File: config.mk
export PLATFORM = sky130hd
export DESIGN_NAME = gpmux_top
export DESIGN_NICKNAME = d
export VERILOG_FILES = /design/src/core/gpmux_pkg.sv /design/src/core/gpmux_pin_select.sv /design/src/core/gpmux_top.sv
export VERILOG_INCLUDE_DIRS = /design/src /design/src/core
export SDC_FILE = /design/constraint.sdc
export NUM_CORES = 1
export LEC_CHECK = 0
export BUFFER_PORTS_ARGS = -buffer_cell sky130_fd_sc_hd__buf_2
export CAP_MARGIN = 10
export CELL_PAD_IN_SITES_DETAIL_PLACEMENT = 0
export CELL_PAD_IN_SITES_GLOBAL_PLACEMENT = 1
export CORE_MARGIN = 3
export CORE_UTILIZATION = 45
export DETAILED_ROUTE_END_ITERATION = 16
export GPL_ROUTABILITY_DRIVEN = 0
export PLACE_DENSITY_LB_ADDON = 0.05
export SETUP_SLACK_MARGIN = 0.5
export SYNTH_ARGS = -nofsm -noshare
export SYNTH_HDL_FRONTEND = slang
export SYNTH_SLANG_ARGS = --single-unit
File: constraint.sdc
create_clock -name i_clk -period 2.1 [get_ports i_clk]
set_clock_uncertainty 0.15 [all_clocks]
set_input_delay 0.21 -clock i_clk [delete_from_list [all_inputs] [get_ports i_clk]]
set_output_delay 0.21 -clock i_clk [all_outputs]
set_load 0.005 [all_outputs]
File: src/core/gpmux_consts.svh
// Purpose: offsets, field positions, reset values and codes of the pin mux
// Assumes: byte-wide register port, 8-bit addresses
// Notes: definitions only
`ifndef GPMUX_CONSTS_SVH
`define GPMUX_CONSTS_SVH

`define GPMUX_OFS_PIN_CTRL 8'h60
`define GPMUX_OFS_PIN0_SEL 8'h61
`define GPMUX_OFS_PIN1_SEL 8'h62
`define GPMUX_OFS_PIN2_SEL 8'h63
`define GPMUX_OFS_IN_ROUTE 8'h64
`define GPMUX_OFS_OUT_LEVEL 8'h65
`define GPMUX_OFS_OUT_INV 8'h66
`define GPMUX_OFS_IDENT 8'h67

`define GPMUX_RST_REG 8'h00

`define GPMUX_ROUTE_POCI_LSB 6
`define GPMUX_ROUTE_SYNC_LSB 4
`define GPMUX_ROUTE_RST_LSB 2
`define GPMUX_ROUTE_MUTE_LSB 0

`define GPMUX_SEL_LOW 4'h0
`define GPMUX_SEL_LEVEL 4'h2
`define GPMUX_SEL_MUTE_BOTH 4'h3
`define GPMUX_SEL_MUTE_L 4'h4
`define GPMUX_SEL_MUTE_R 4'h5
`define GPMUX_SEL_CLK_BAD 4'h6
`define GPMUX_SEL_WARN 4'h8
`define GPMUX_SEL_AUDIO_OUT 4'h9
`define GPMUX_SEL_CODE_B 4'hB
`define GPMUX_SEL_CODE_C 4'hC
`define GPMUX_SEL_CODE_D 4'hD

`define GPMUX_PICK_NONE 2'h0
`define GPMUX_PICK_PIN2 2'h3

`endif

File: src/core/gpmux_pkg.sv
// Purpose: types of the pin mux
// Assumes: three general pins
// Notes: constants live in gpmux_consts.svh
package gpmux_pkg;

  typedef struct packed {
    logic mute_l;
    logic mute_r;
    logic clk_bad;
    logic warn_n;
    logic fault_n;
    logic serial_audio_data_out;
    logic spi_clk;
    logic spi_pico;
  } gpmux_flags_type;

  typedef struct packed {
    logic [7:0] pin_ctrl;
    logic [7:0] sel0;
    logic [7:0] sel1;
    logic [7:0] sel2;
    logic [7:0] in_route;
    logic [7:0] out_level;
    logic [7:0] out_inv;
  } gpmux_regs_type;

  typedef struct packed {
    logic poci;
    logic phase_sync;
    logic reset_n;
    logic mute_n;
  } gpmux_inputs_type;

endpackage : gpmux_pkg

File: src/core/gpmux_pin_select.sv
// Purpose: one pin's output function selector with inversion
// Assumes: flags synchronous to i_clk
// Notes: pin zero uses a different code set for fault and spi clock
`timescale 1ns/1ns
`include "gpmux_consts.svh"
module gpmux_pin_select
  import gpmux_pkg::*;
#(
  parameter bit IS_PIN0 = 1'b0
) (
  // selection
  input wire logic [3:0] i_sel,
  input wire logic i_level,
  input wire logic i_inv,
  // flags
  input wire gpmux_flags_type i_flags,
  // result
  output logic o_value
);

  logic raw;

  always_comb begin
    raw = 1'b0;
    case (i_sel)
      `GPMUX_SEL_LOW: raw = 1'b0;
      `GPMUX_SEL_LEVEL: raw = i_level;
      `GPMUX_SEL_MUTE_BOTH: raw = i_flags.mute_l & i_flags.mute_r;
      `GPMUX_SEL_MUTE_L: raw = i_flags.mute_l;
      `GPMUX_SEL_MUTE_R: raw = i_flags.mute_r;
      `GPMUX_SEL_CLK_BAD: raw = i_flags.clk_bad;
      `GPMUX_SEL_WARN: raw = i_flags.warn_n;
      `GPMUX_SEL_AUDIO_OUT: raw = i_flags.serial_audio_data_out;
      `GPMUX_SEL_CODE_B: begin
        raw = IS_PIN0 ? i_flags.fault_n : i_flags.spi_clk;
      end
      `GPMUX_SEL_CODE_C: raw = IS_PIN0 ? i_flags.spi_clk : 1'b0;
      `GPMUX_SEL_CODE_D: raw = i_flags.spi_pico;
      default: raw = 1'b0;
    endcase
  end

  assign o_value = raw ^ i_inv;

endmodule : gpmux_pin_select

File: src/core/gpmux_top.sv
// Purpose: general pin function multiplexer with its control registers
// Assumes: byte register port from the control interface, one clock
// Notes: pin outputs registered; input routing combinational from pins
// Functional notes
// - Selector 0000 drives the pin low and 0010 drives the software level.
// - Code 0011 outputs auto-mute only when both channels are muted.
// - Code 0100 outputs left auto-mute and 0101 right auto-mute.
// - Code 0110 outputs the clock-invalid indication.
// - Code 1000 outputs the active-low warning.
// - Code 1001 outputs the serial audio data stream.
// - On pins one and two, 1011 gives spi clock and 1101 spi data out.
// - Two-bit fields pick no pin or pin 0, 1, 2 for poci and phase sync.
// - Bits 3-2 pick the reset pin; with pin two its config survives it.
// - Bits 1-0 pick the mute pin; low mutes and tristates the drivers.
// - The level register holds one bit per pin, upper bits as stored.
// - The invert register flips the driven level of each pin.
// - The read-only identification register ignores writes.
// - Each pin has an enable bit: 0 input, 1 driven by its selector.
// - Pin zero gives fault at 1011, spi clock 1100, spi data 1101.
`timescale 1ns/1ns
`include "gpmux_consts.svh"
module gpmux_top
  import gpmux_pkg::*;
#(
  parameter logic [7:0] IDENT_VALUE = 8'h5A // arbitrary value
) (
  // clock and reset
  input wire logic i_clk,
  input wire logic i_rst_n,
  // register port
  input wire logic i_reg_wr,
  input wire logic [7:0] i_reg_addr,
  input wire logic [7:0] i_reg_wdata,
  output logic [7:0] o_reg_rdata,
  // internal flags
  input wire gpmux_flags_type i_flags,
  // general pins
  input wire logic [2:0] i_pin,
  output logic [2:0] o_pin,
  output logic [2:0] o_pin_oe,
  // routed inputs
  output gpmux_inputs_type o_inputs,
  output logic o_amp_hiz
);

  typedef struct packed {
    gpmux_regs_type regs;
    logic [2:0] pin;
    logic [2:0] oe;
  } gpmux_state_type;

  gpmux_state_type st_q;
  gpmux_state_type st_d;
  logic [2:0] pin_val;
  logic [7:0] rdata;
  logic pin_rst_n;

  function automatic logic pick_pin(input logic [1:0] code,
                                    input logic [2:0] pins);
    logic r;
    r = 1'b0;
    case (code)
      2'h1: r = pins[0];
      2'h2: r = pins[1];
      2'h3: r = pins[2];
      default: r = 1'b0;
    endcase
    return r;
  endfunction : pick_pin

  function automatic logic pick_n(input logic [1:0] code,
                                  input logic [2:0] pins);
    logic r;
    r = 1'b1;
    if (code != `GPMUX_PICK_NONE) begin
      r = pick_pin(code, pins);
    end
    return r;
  endfunction : pick_n

  gpmux_pin_select #(.IS_PIN0(1'b1)) u_sel0 (
    .i_sel(st_q.regs.sel0[3:0]),
    .i_level(st_q.regs.out_level[0]),
    .i_inv(st_q.regs.out_inv[0]),
    .i_flags(i_flags),
    .o_value(pin_val[0])
  );
  gpmux_pin_select #(.IS_PIN0(1'b0)) u_sel1 (
    .i_sel(st_q.regs.sel1[3:0]),
    .i_level(st_q.regs.out_level[1]),
    .i_inv(st_q.regs.out_inv[1]),
    .i_flags(i_flags),
    .o_value(pin_val[1])
  );
  gpmux_pin_select #(.IS_PIN0(1'b0)) u_sel2 (
    .i_sel(st_q.regs.sel2[3:0]),
    .i_level(st_q.regs.out_level[2]),
    .i_inv(st_q.regs.out_inv[2]),
    .i_flags(i_flags),
    .o_value(pin_val[2])
  );

  // routed inputs; a pin driven by us reads back its own level
  logic [1:0] rte_poci;
  logic [1:0] rte_sync;
  logic [1:0] rte_rst;
  logic [1:0] rte_mute;
  assign rte_poci = st_q.regs.in_route[`GPMUX_ROUTE_POCI_LSB +: 2];
  assign rte_sync = st_q.regs.in_route[`GPMUX_ROUTE_SYNC_LSB +: 2];
  assign rte_rst = st_q.regs.in_route[`GPMUX_ROUTE_RST_LSB +: 2];
  assign rte_mute = st_q.regs.in_route[`GPMUX_ROUTE_MUTE_LSB +: 2];

  always_comb begin
    o_inputs.poci = pick_pin(rte_poci, i_pin);
    o_inputs.phase_sync = pick_pin(rte_sync, i_pin);
    o_inputs.reset_n = pick_n(rte_rst, i_pin);
    o_inputs.mute_n = pick_n(rte_mute, i_pin);
  end

  assign pin_rst_n = o_inputs.reset_n;
  assign o_amp_hiz = ~o_inputs.mute_n;

  always_comb begin
    case (i_reg_addr)
      `GPMUX_OFS_PIN_CTRL: rdata = st_q.regs.pin_ctrl;
      `GPMUX_OFS_PIN0_SEL: rdata = st_q.regs.sel0;
      `GPMUX_OFS_PIN1_SEL: rdata = st_q.regs.sel1;
      `GPMUX_OFS_PIN2_SEL: rdata = st_q.regs.sel2;
      `GPMUX_OFS_IN_ROUTE: rdata = st_q.regs.in_route;
      `GPMUX_OFS_OUT_LEVEL: rdata = st_q.regs.out_level;
      `GPMUX_OFS_OUT_INV: rdata = st_q.regs.out_inv;
      `GPMUX_OFS_IDENT: rdata = IDENT_VALUE;
      default: rdata = 8'h00;
    endcase
  end

  always_comb begin
    st_d = st_q;
    if (i_reg_wr) begin
      case (i_reg_addr)
        `GPMUX_OFS_PIN_CTRL: st_d.regs.pin_ctrl = i_reg_wdata;
        `GPMUX_OFS_PIN0_SEL: st_d.regs.sel0 = i_reg_wdata;
        `GPMUX_OFS_PIN1_SEL: st_d.regs.sel1 = i_reg_wdata;
        `GPMUX_OFS_PIN2_SEL: st_d.regs.sel2 = i_reg_wdata;
        `GPMUX_OFS_IN_ROUTE: st_d.regs.in_route = i_reg_wdata;
        `GPMUX_OFS_OUT_LEVEL: st_d.regs.out_level = i_reg_wdata;
        `GPMUX_OFS_OUT_INV: st_d.regs.out_inv = i_reg_wdata;
        default: st_d.regs = st_q.regs;
      endcase
    end
    // pin reset clears pin configuration, pin two spared when it is source
    if (!pin_rst_n) begin
      st_d.regs.sel0 = `GPMUX_RST_REG;
      st_d.regs.sel1 = `GPMUX_RST_REG;
      st_d.regs.out_level[1:0] = 2'h0;
      st_d.regs.out_inv[1:0] = 2'h0;
      st_d.regs.pin_ctrl[1:0] = 2'h0;
      if (rte_rst != `GPMUX_PICK_PIN2) begin
        st_d.regs.sel2 = `GPMUX_RST_REG;
        st_d.regs.out_level[2] = 1'b0;
        st_d.regs.out_inv[2] = 1'b0;
        st_d.regs.pin_ctrl[2] = 1'b0;
      end
    end
    st_d.pin = pin_val;
    st_d.oe = st_d.regs.pin_ctrl[2:0];
  end

  always_ff @(posedge i_clk or negedge i_rst_n) begin
    if (!i_rst_n) begin
      st_q <= '0;
    end else begin
      st_q <= st_d;
    end
  end

  assign o_pin = st_q.pin;
  assign o_pin_oe = st_q.oe;
  assign o_reg_rdata = rdata;

  a_sel_low_zero: assert property (@(posedge i_clk) disable iff (!i_rst_n)
    (st_q.regs.sel1[3:0] == 4'h0 && !st_q.regs.out_inv[1])
    |=> o_pin[1] == 1'b0)
    else $error("pin1 not low with code 0");
  a_level_drive: assert property (@(posedge i_clk) disable iff (!i_rst_n)
    (st_q.regs.sel2[3:0] == 4'h2)
    |=> o_pin[2] == ($past(st_q.regs.out_level[2]) ^
                     $past(st_q.regs.out_inv[2])))
    else $error("pin2 level mismatch");
  a_mute_both: assert property (@(posedge i_clk) disable iff (!i_rst_n)
    (st_q.regs.sel0[3:0] == 4'h3 && !st_q.regs.out_inv[0])
    |=> o_pin[0] == $past(i_flags.mute_l & i_flags.mute_r))
    else $error("combined mute wrong");
  a_mute_right: assert property (@(posedge i_clk) disable iff (!i_rst_n)
    (st_q.regs.sel1[3:0] == 4'h5 && !st_q.regs.out_inv[1])
    |=> o_pin[1] == $past(i_flags.mute_r))
    else $error("right mute wrong");
  a_clk_bad: assert property (@(posedge i_clk) disable iff (!i_rst_n)
    (st_q.regs.sel1[3:0] == 4'h6 && !st_q.regs.out_inv[1])
    |=> o_pin[1] == $past(i_flags.clk_bad))
    else $error("clock invalid wrong");
  a_spi_clk_p1: assert property (@(posedge i_clk) disable iff (!i_rst_n)
    (st_q.regs.sel1[3:0] == 4'hB && !st_q.regs.out_inv[1])
    |=> o_pin[1] == $past(i_flags.spi_clk))
    else $error("spi clock wrong on pin1");
  a_fault_p0: assert property (@(posedge i_clk) disable iff (!i_rst_n)
    (st_q.regs.sel0[3:0] == 4'hB && st_q.regs.out_inv[0])
    |=> o_pin[0] == !$past(i_flags.fault_n))
    else $error("fault inverted wrong");
  a_mute_hiz: assert property (@(posedge i_clk) disable iff (!i_rst_n)
    (rte_mute == 2'h2 && !i_pin[1]) |-> o_amp_hiz)
    else $error("mute pin ignored");
  a_die_ro: assert property (@(posedge i_clk) disable iff (!i_rst_n)
    (i_reg_addr == 8'h67) |-> o_reg_rdata == IDENT_VALUE)
    else $error("die_identification changed");
  a_pin2_keep: assert property (@(posedge i_clk) disable iff (!i_rst_n)
    (rte_rst == 2'h3 && !i_reg_wr)
    |=> st_q.regs.sel2 == $past(st_q.regs.sel2))
    else $error("pin2 config cleared");
  a_oe_write: assert property (@(posedge i_clk) disable iff (!i_rst_n)
    (i_reg_wr && i_reg_addr == `GPMUX_OFS_PIN_CTRL && pin_rst_n)
    |=> o_pin_oe == $past(i_reg_wdata[2:0]))
    else $error("enable write lost");

  // further selector codes
  a_mute_left: assert property (@(posedge i_clk) disable iff (!i_rst_n)
    (st_q.regs.sel2[3:0] == 4'h4 && !st_q.regs.out_inv[2])
    |=> o_pin[2] == $past(i_flags.mute_l))
    else $error("left mute wrong");
  a_warn_p2: assert property (@(posedge i_clk) disable iff (!i_rst_n)
    (st_q.regs.sel2[3:0] == 4'h8 && !st_q.regs.out_inv[2])
    |=> o_pin[2] == $past(i_flags.warn_n))
    else $error("warning wrong");
  a_audio_p0: assert property (@(posedge i_clk) disable iff (!i_rst_n)
    (st_q.regs.sel0[3:0] == 4'h9 && !st_q.regs.out_inv[0])
    |=> o_pin[0] == $past(i_flags.serial_audio_data_out))
    else $error("audio data wrong");
  a_pico_p2: assert property (@(posedge i_clk) disable iff (!i_rst_n)
    (st_q.regs.sel2[3:0] == 4'hD && !st_q.regs.out_inv[2])
    |=> o_pin[2] == $past(i_flags.spi_pico))
    else $error("spi data wrong on pin2");
  a_spi_clk_p0: assert property (@(posedge i_clk) disable iff (!i_rst_n)
    (st_q.regs.sel0[3:0] == 4'hC && !st_q.regs.out_inv[0])
    |=> o_pin[0] == $past(i_flags.spi_clk))
    else $error("spi clock wrong on pin0");
  a_pico_p0: assert property (@(posedge i_clk) disable iff (!i_rst_n)
    (st_q.regs.sel0[3:0] == 4'hD && st_q.regs.out_inv[0])
    |=> o_pin[0] == !$past(i_flags.spi_pico))
    else $error("spi data wrong on pin0");
  a_code_c_low: assert property (@(posedge i_clk) disable iff (!i_rst_n)
    (st_q.regs.sel1[3:0] == 4'hC)
    |=> o_pin[1] == $past(st_q.regs.out_inv[1]))
    else $error("code c not low on pin1");
  a_rsvd_low: assert property (@(posedge i_clk) disable iff (!i_rst_n)
    (st_q.regs.sel2[3:0] inside {4'h1, 4'h7, 4'hA, 4'hE, 4'hF})
    |=> o_pin[2] == $past(st_q.regs.out_inv[2]))
    else $error("reserved code not low");
  a_inv_low: assert property (@(posedge i_clk) disable iff (!i_rst_n)
    (st_q.regs.sel0[3:0] == 4'h0)
    |=> o_pin[0] == $past(st_q.regs.out_inv[0]))
    else $error("inverted low wrong");
  a_level_p0: assert property (@(posedge i_clk) disable iff (!i_rst_n)
    (st_q.regs.sel0[3:0] == 4'h2 && !st_q.regs.out_inv[0])
    |=> o_pin[0] == $past(st_q.regs.out_level[0]))
    else $error("pin0 level wrong");
  a_level_p1: assert property (@(posedge i_clk) disable iff (!i_rst_n)
    (st_q.regs.sel1[3:0] == 4'h2 && !st_q.regs.out_inv[1])
    |=> o_pin[1] == $past(st_q.regs.out_level[1]))
    else $error("pin1 level wrong");

  // routed reset, routing and register writes
  a_rst_clear: assert property (@(posedge i_clk) disable iff (!i_rst_n)
    !pin_rst_n
    |=> st_q.regs.sel0 == 8'h00 && st_q.regs.sel1 == 8'h00)
    else $error("pin reset left config");
  a_rst_pin2: assert property (@(posedge i_clk) disable iff (!i_rst_n)
    (!pin_rst_n && rte_rst != 2'h3)
    |=> st_q.regs.sel2 == 8'h00 && o_pin_oe[2] == 1'b0)
    else $error("pin2 config kept");
  a_poci_route: assert property (@(posedge i_clk) disable iff (!i_rst_n)
    (rte_poci == 2'h2) |-> o_inputs.poci == i_pin[1])
    else $error("poci routing wrong");
  a_sync_route: assert property (@(posedge i_clk) disable iff (!i_rst_n)
    (rte_sync == 2'h1) |-> o_inputs.phase_sync == i_pin[0])
    else $error("sync routing wrong");
  a_unrouted: assert property (@(posedge i_clk) disable iff (!i_rst_n)
    (rte_poci == 2'h0 && rte_sync == 2'h0)
    |-> !o_inputs.poci && !o_inputs.phase_sync)
    else $error("unrouted input active");
  a_rst_route: assert property (@(posedge i_clk) disable iff (!i_rst_n)
    (rte_rst == 2'h3) |-> o_inputs.reset_n == i_pin[2])
    else $error("reset routing wrong");
  a_mute_none: assert property (@(posedge i_clk) disable iff (!i_rst_n)
    (rte_mute == 2'h0) |-> !o_amp_hiz)
    else $error("mute without source");
  a_level_write: assert property (@(posedge i_clk) disable iff (!i_rst_n)
    (i_reg_wr && i_reg_addr == `GPMUX_OFS_OUT_LEVEL && pin_rst_n)
    |=> st_q.regs.out_level == $past(i_reg_wdata))
    else $error("level write lost");
  a_inv_write: assert property (@(posedge i_clk) disable iff (!i_rst_n)
    (i_reg_wr && i_reg_addr == `GPMUX_OFS_OUT_INV && pin_rst_n)
    |=> st_q.regs.out_inv == $past(i_reg_wdata))
    else $error("invert write lost");

endmodule : gpmux_top

# Yosys cells after proc, flatten, opt, wreduce, memory -nomap -nowiden
# Cells that the tools add are included.
# classes
n_eq_ne	55
muxes	25
bitwise	5
n_reduce_logical	11
# ops
cell	n
$eq 8x7->1 const B	8
$pmux 8 s8	1
$mux 8	7
$eq 4x4->1 const B	13
$mux 51	1
$eq 4x3->1 const B	9
$mux 27	1
$eq 4x2->1 const B	6
$pmux 1 s9	2
$reduce_and 2->1	9
$eq 2x2->1 const B	8
$pmux 1 s3	4
$ne 2x1->1 const B	5
$pmux 1 s10	1
$mux 3	3
$eq 2x1->1 const B	4
$mux 1	5
$ne 2x2->1 const B	2
$reduce_bool 2->1	2
$xor 1x1->1	3
$and 1x1->1	1
$not 1->1	1
# totals
regBits	59
in_bits	30
out_inout_bits	19
word_cells	110

# Longest topological paths before layout
# logic_depth
ltp_word	5
depth_mapped	7
mapped_depth_nobuf	5

# Modules after synthesis
# A second synthesis with hierarchy kept.
# unflattened
hier_cells	362
area_unflattened_um2	3718.6
# by_module_without_submodules
mod	n_inst	cells_per_inst	area_per_inst_um2	seq_area_each_um2
gpmux_top	1	312	3353.2	1476.4
gpmux_pin_select at u_sel1 ...	2	17	112.6	0.0
gpmux_pin_select at u_sel0	1	16	140.1	0.0

# Worst setup path before layout
# Ideal clock, no wire load.
# synth_timing
kind	input -> register
start	input port i_reg_addr[3]
end	register st_q, in the netlist rte_mute[0]
setup_time_ns	0.125
arrival_ns	1.570
required_time_ns	1.825
setup_slack_ns	0.255
cell_stages	5
path_buffers	1
cell_sequence	nor4b_4 > nand2_2 > buf_6 > nor4_4 > mux2_2
# synth_via
elab_chain_len	2
# synth_lines
element	line_no	rtl
start, declared	gpmux_top.sv:32	input wire logic [7:0] i_reg_addr,
$eq 8x7->1	gpmux_top.sv:140	case (i_reg_addr)
$reduce_and 2->1 (no line)	n/a	
end signal, assigned	gpmux_top.sv:173	st_q <= st_d;
end, declared	gpmux_top.sv:52	gpmux_state_type st_q;
# Every way passes these cells.
# A chain may end at the register's enable or synchronous reset.

# Worst setup path after layout
# layout_timing
start	register st_q[50] (netlist bit)
end	output port o_reg_rdata[4]
# layout_via
elab_chain_len	1
# layout_lines
element	line_no	rtl
$pmux 8 s8	gpmux_top.sv:124	case (i_reg_addr)
end, declared	gpmux_top.sv:34	output logic [7:0] o_reg_rdata,
# Every way passes these cells.

==> run summary <==
Antenna Cells = 0
Sw power = 744 uW
NumNets Final = 421
Synth Area in Compound Gates = 0.0886
Syn_area_per_cell = 10.8 um2
Critical Path RT = 1.74 ns
Final wirelength = 9080 um
Starting Density = 0.465
Top Ports = 49
WL/cell = 18.3 um
Hold Fails Final Rpt = 0
Hpwl dp = 6180 um
CTS tree = done
Pre-Repair DR Iteration Count = 4
Combinational fraction of design power = 0.146
Violated checks = negative setup slack
Pwr Density = 611 nW/um2
Setup TNS after final layout = -0.0187 ns
DRT antenna net count = 0
Post-Layout Cell Count = 495
Relative slew slack = 0.781
# DRC = 0
Pre-CTS setup slack = 0.135 ns
Leakage = 2.00 nW
Number of synthesized flops with an enable pin = 0
CP max FO = 2
Clock network fraction of design power = 0.413
Largest family of logic cells by synthesized area = multiplexers
Placed cells = 459
Post-Synth XOR/XNOR Area = 0.00775
Min-delay worst type = in2reg
VDD IR max = 0.376 mV
CP Capture Type = output pin
TritonCTS buffer count = 9
CP max-delay cell = dfrtp_1
Largest net degree at the start of global routing = 60
Post-Syn Nets = 343
Type of origin of the critical path = flip-flop
Clock Tree Buf Depth = 2
Full die area = 8610 um2
Unique masters post-synth = 44
Utilization after layout = 0.626
Status = finished with violations
Initial antenna violation count = 0
Overall die height = 92.8 um
Vias = 2,684
Worst Slack Setup Final = -0.0187 ns
Clock latency at the later pin of the worst-skew pair = 0.34 ns
Crit path arrival time = 1.76 ns
Share of cells above drive strength 1 = 0.503
Primary FF master, synth = dfrtp_1
Post-synth ARST share = 1.00
Vias in the first global route = 2,609
Mux contribution to synthesized area = 0.256
Cells along the critical path = mux2_4 > a221oi_4 > a31oi_1 > a311oi_1 > nor2_1 > buf_2
Delay-heaviest family, CP = compound AO/OA/AOI/OAI gates
Max-cap check violation count = 0
Setup violators final = 1
# port buffers = 48
Die Wd = 92.8 um
Mapped cell area = 3390 um2
Post-synth top area share = 0.436
Sequential-to-total area share from yosys stat = 0.436
Ys Warns = 0
Register bit total from synthesis = 59
Int Pwr = 2.05 mW
Core Area = 7290 um2
H-tree Lvls = 3
Design Area, Final = 4560 um2
Area Growth Syn to Fin = 34.6%
Min Hold Slack = 0.0339 ns
Commonest cells after routing, fill and taps aside = 52 x dfrtp_1, 45 x buf_2, 40 x mux2i_1, 30 x buf_4, 22 x nor2_1
Row count = 31
Unrepaired setup endpoints after global routing = true
Min Tclk post-route = 2.12 ns
Total track usage = 0.222
Placed cell areas = 3870 um2
CTS clock-pin slew for the worst setup and hold paths = 0.07 ns
Syn Inst Count = 313
First-pass GRT wire length = 14,500 um
Top post-synthesis cells by area = dfrtp_1 44%, mux2i_1 13%, mux2_2 9.6%
Sink Count = 59
Root buf cell = clkbuf_8
Switching Fraction = 0.267
Worst Tran Pin Value = 0.328 ns
GR Overflow Total = 0
Achievable Freq = 472 MHz
Max-slew violation count = 0
Post-Synth Adder-Cell Area = 0
Commonest non-fill, non-tap cell in the layout = dfrtp_1
Vias per cell = 5.42
CP Buf/Inv Count = 1
Tcrit/Tclk final = 1.01
Yosys top cell by area = dfrtp_1
Kind of critical path = reg2out
Simple-Gate Fraction of Synth Area = 0.168
Slowest cell delay on critical path = 0.38 ns
Final Power = 2.79 mW
1st-iter DRT viols = 90
Sequential Power Share = 0.441
==> sequential cells by signal, indices dropped and copies added (netlist names) <==
signal    cells
rte_mute      2
rte_sync      2
rte_rst       2
st_q         48
rte_poci      2
o_pin         3
==> synth_stat cells (4+ instances only) <==
cell type,count
a21oi_1,6
a31oi_1,4
buf_2,5
buf_4,8
clkbuf_1,7
dfrtp_1,59
inv_1,4
mux2_2,29
mux2i_1,45
mux4_2,4
nand2_1,16
nand2b_1,7
nand3_1,9
nand3b_1,6
nor2_1,42
nor2b_1,4
o21ai_0,16
o221ai_1,5
==> routing by layer <==
layer | vias up | track usage | wire (um)
li1 | 1279 | - | -
met1 | 1341 | 0.342 | 4500
met2 | 57 | 0.319 | 4150
met3 | 7 | 0.0349 | 337
met4 | 0 | 0.0696 | 92
met5 | - | 0 | 0
==> power groups by stage <==
stage | clock network [mW] | logic (mW) | registers [mW]
finish | 1.15 | 0.408 | 1.23
global route | 1.22 | 0.445 | 1.24
CTS | 1.16 | 0.368 | 1.23
detailed placement | 0 | 0.311 | 1.26
global placement | 0 | 0.307 | 1.26
floorplan | 0 | 0.188 | 1.24
==> repair_timing <==
action,4_1_cts,5_1_grt
hold buffers,1,0
endpoints found under the hold margin,59,0
setup endpoints to repair,31,48
buffers inserted,16,2
cloned,1,0
pin swaps,7,26
resized for setup,33,58
==> final cells by class <==
class                           count  area, um2
Clock buffer                        9        124
Tap cell                           99        124
Inverter                            5       23.8
Fill cell                         621       2730
Timing Repair Buffer               90        682
Sequential cell                    59       1490
Clock inverter                      7       92.6
Multi-Input combinational cell    226       2030
==> cell families after synthesis <==
| logic type | count (synthesis) |
|---|---|
| buf+inv | 28 |
| compound gates | 45 |
| flops | 59 |
| mux | 78 |
| simple gates | 100 |
| xor+xnor | 3 |
==> final timing paths <==
check	slack (ns)	from	endpoint	depth (start not counted)
setup / recovery	-0.02	st_q[50]$_DFFE_PN0P_	o_reg_rdata[4]	6
hold / removal	0.03	i_reg_wdata[1]	st_q[7]$_DFFE_PN0P_	3
setup reg to reg	0.50	rte_rst[1]$_DFFE_PN0P_	st_q[45]$_DFFE_PN0P_	7
hold reg to reg	0.36	st_q[61]$_DFFE_PN0P_	st_q[61]$_DFFE_PN0P_	1
max in group asynchronous	1.26	i_rst_n	st_q[46]$_DFFE_PN0P_	3
min in group asynchronous	0.25	i_rst_n	o_pin[0]$_DFF_PN0_	3
==> worst register-to-register path: cells and delay by family (launching register included) <==
| family | cells | cell delay (ns) |
|---|---|---|
| flip-flops | 1 | 0.40 |
| AO/OA/AOI/OAI | 1 | 0.23 |
| buffers and inverters | 4 | 0.54 |
| AND/OR/NAND/NOR | 2 | 0.22 |
(Power assumes the default switching activity.)
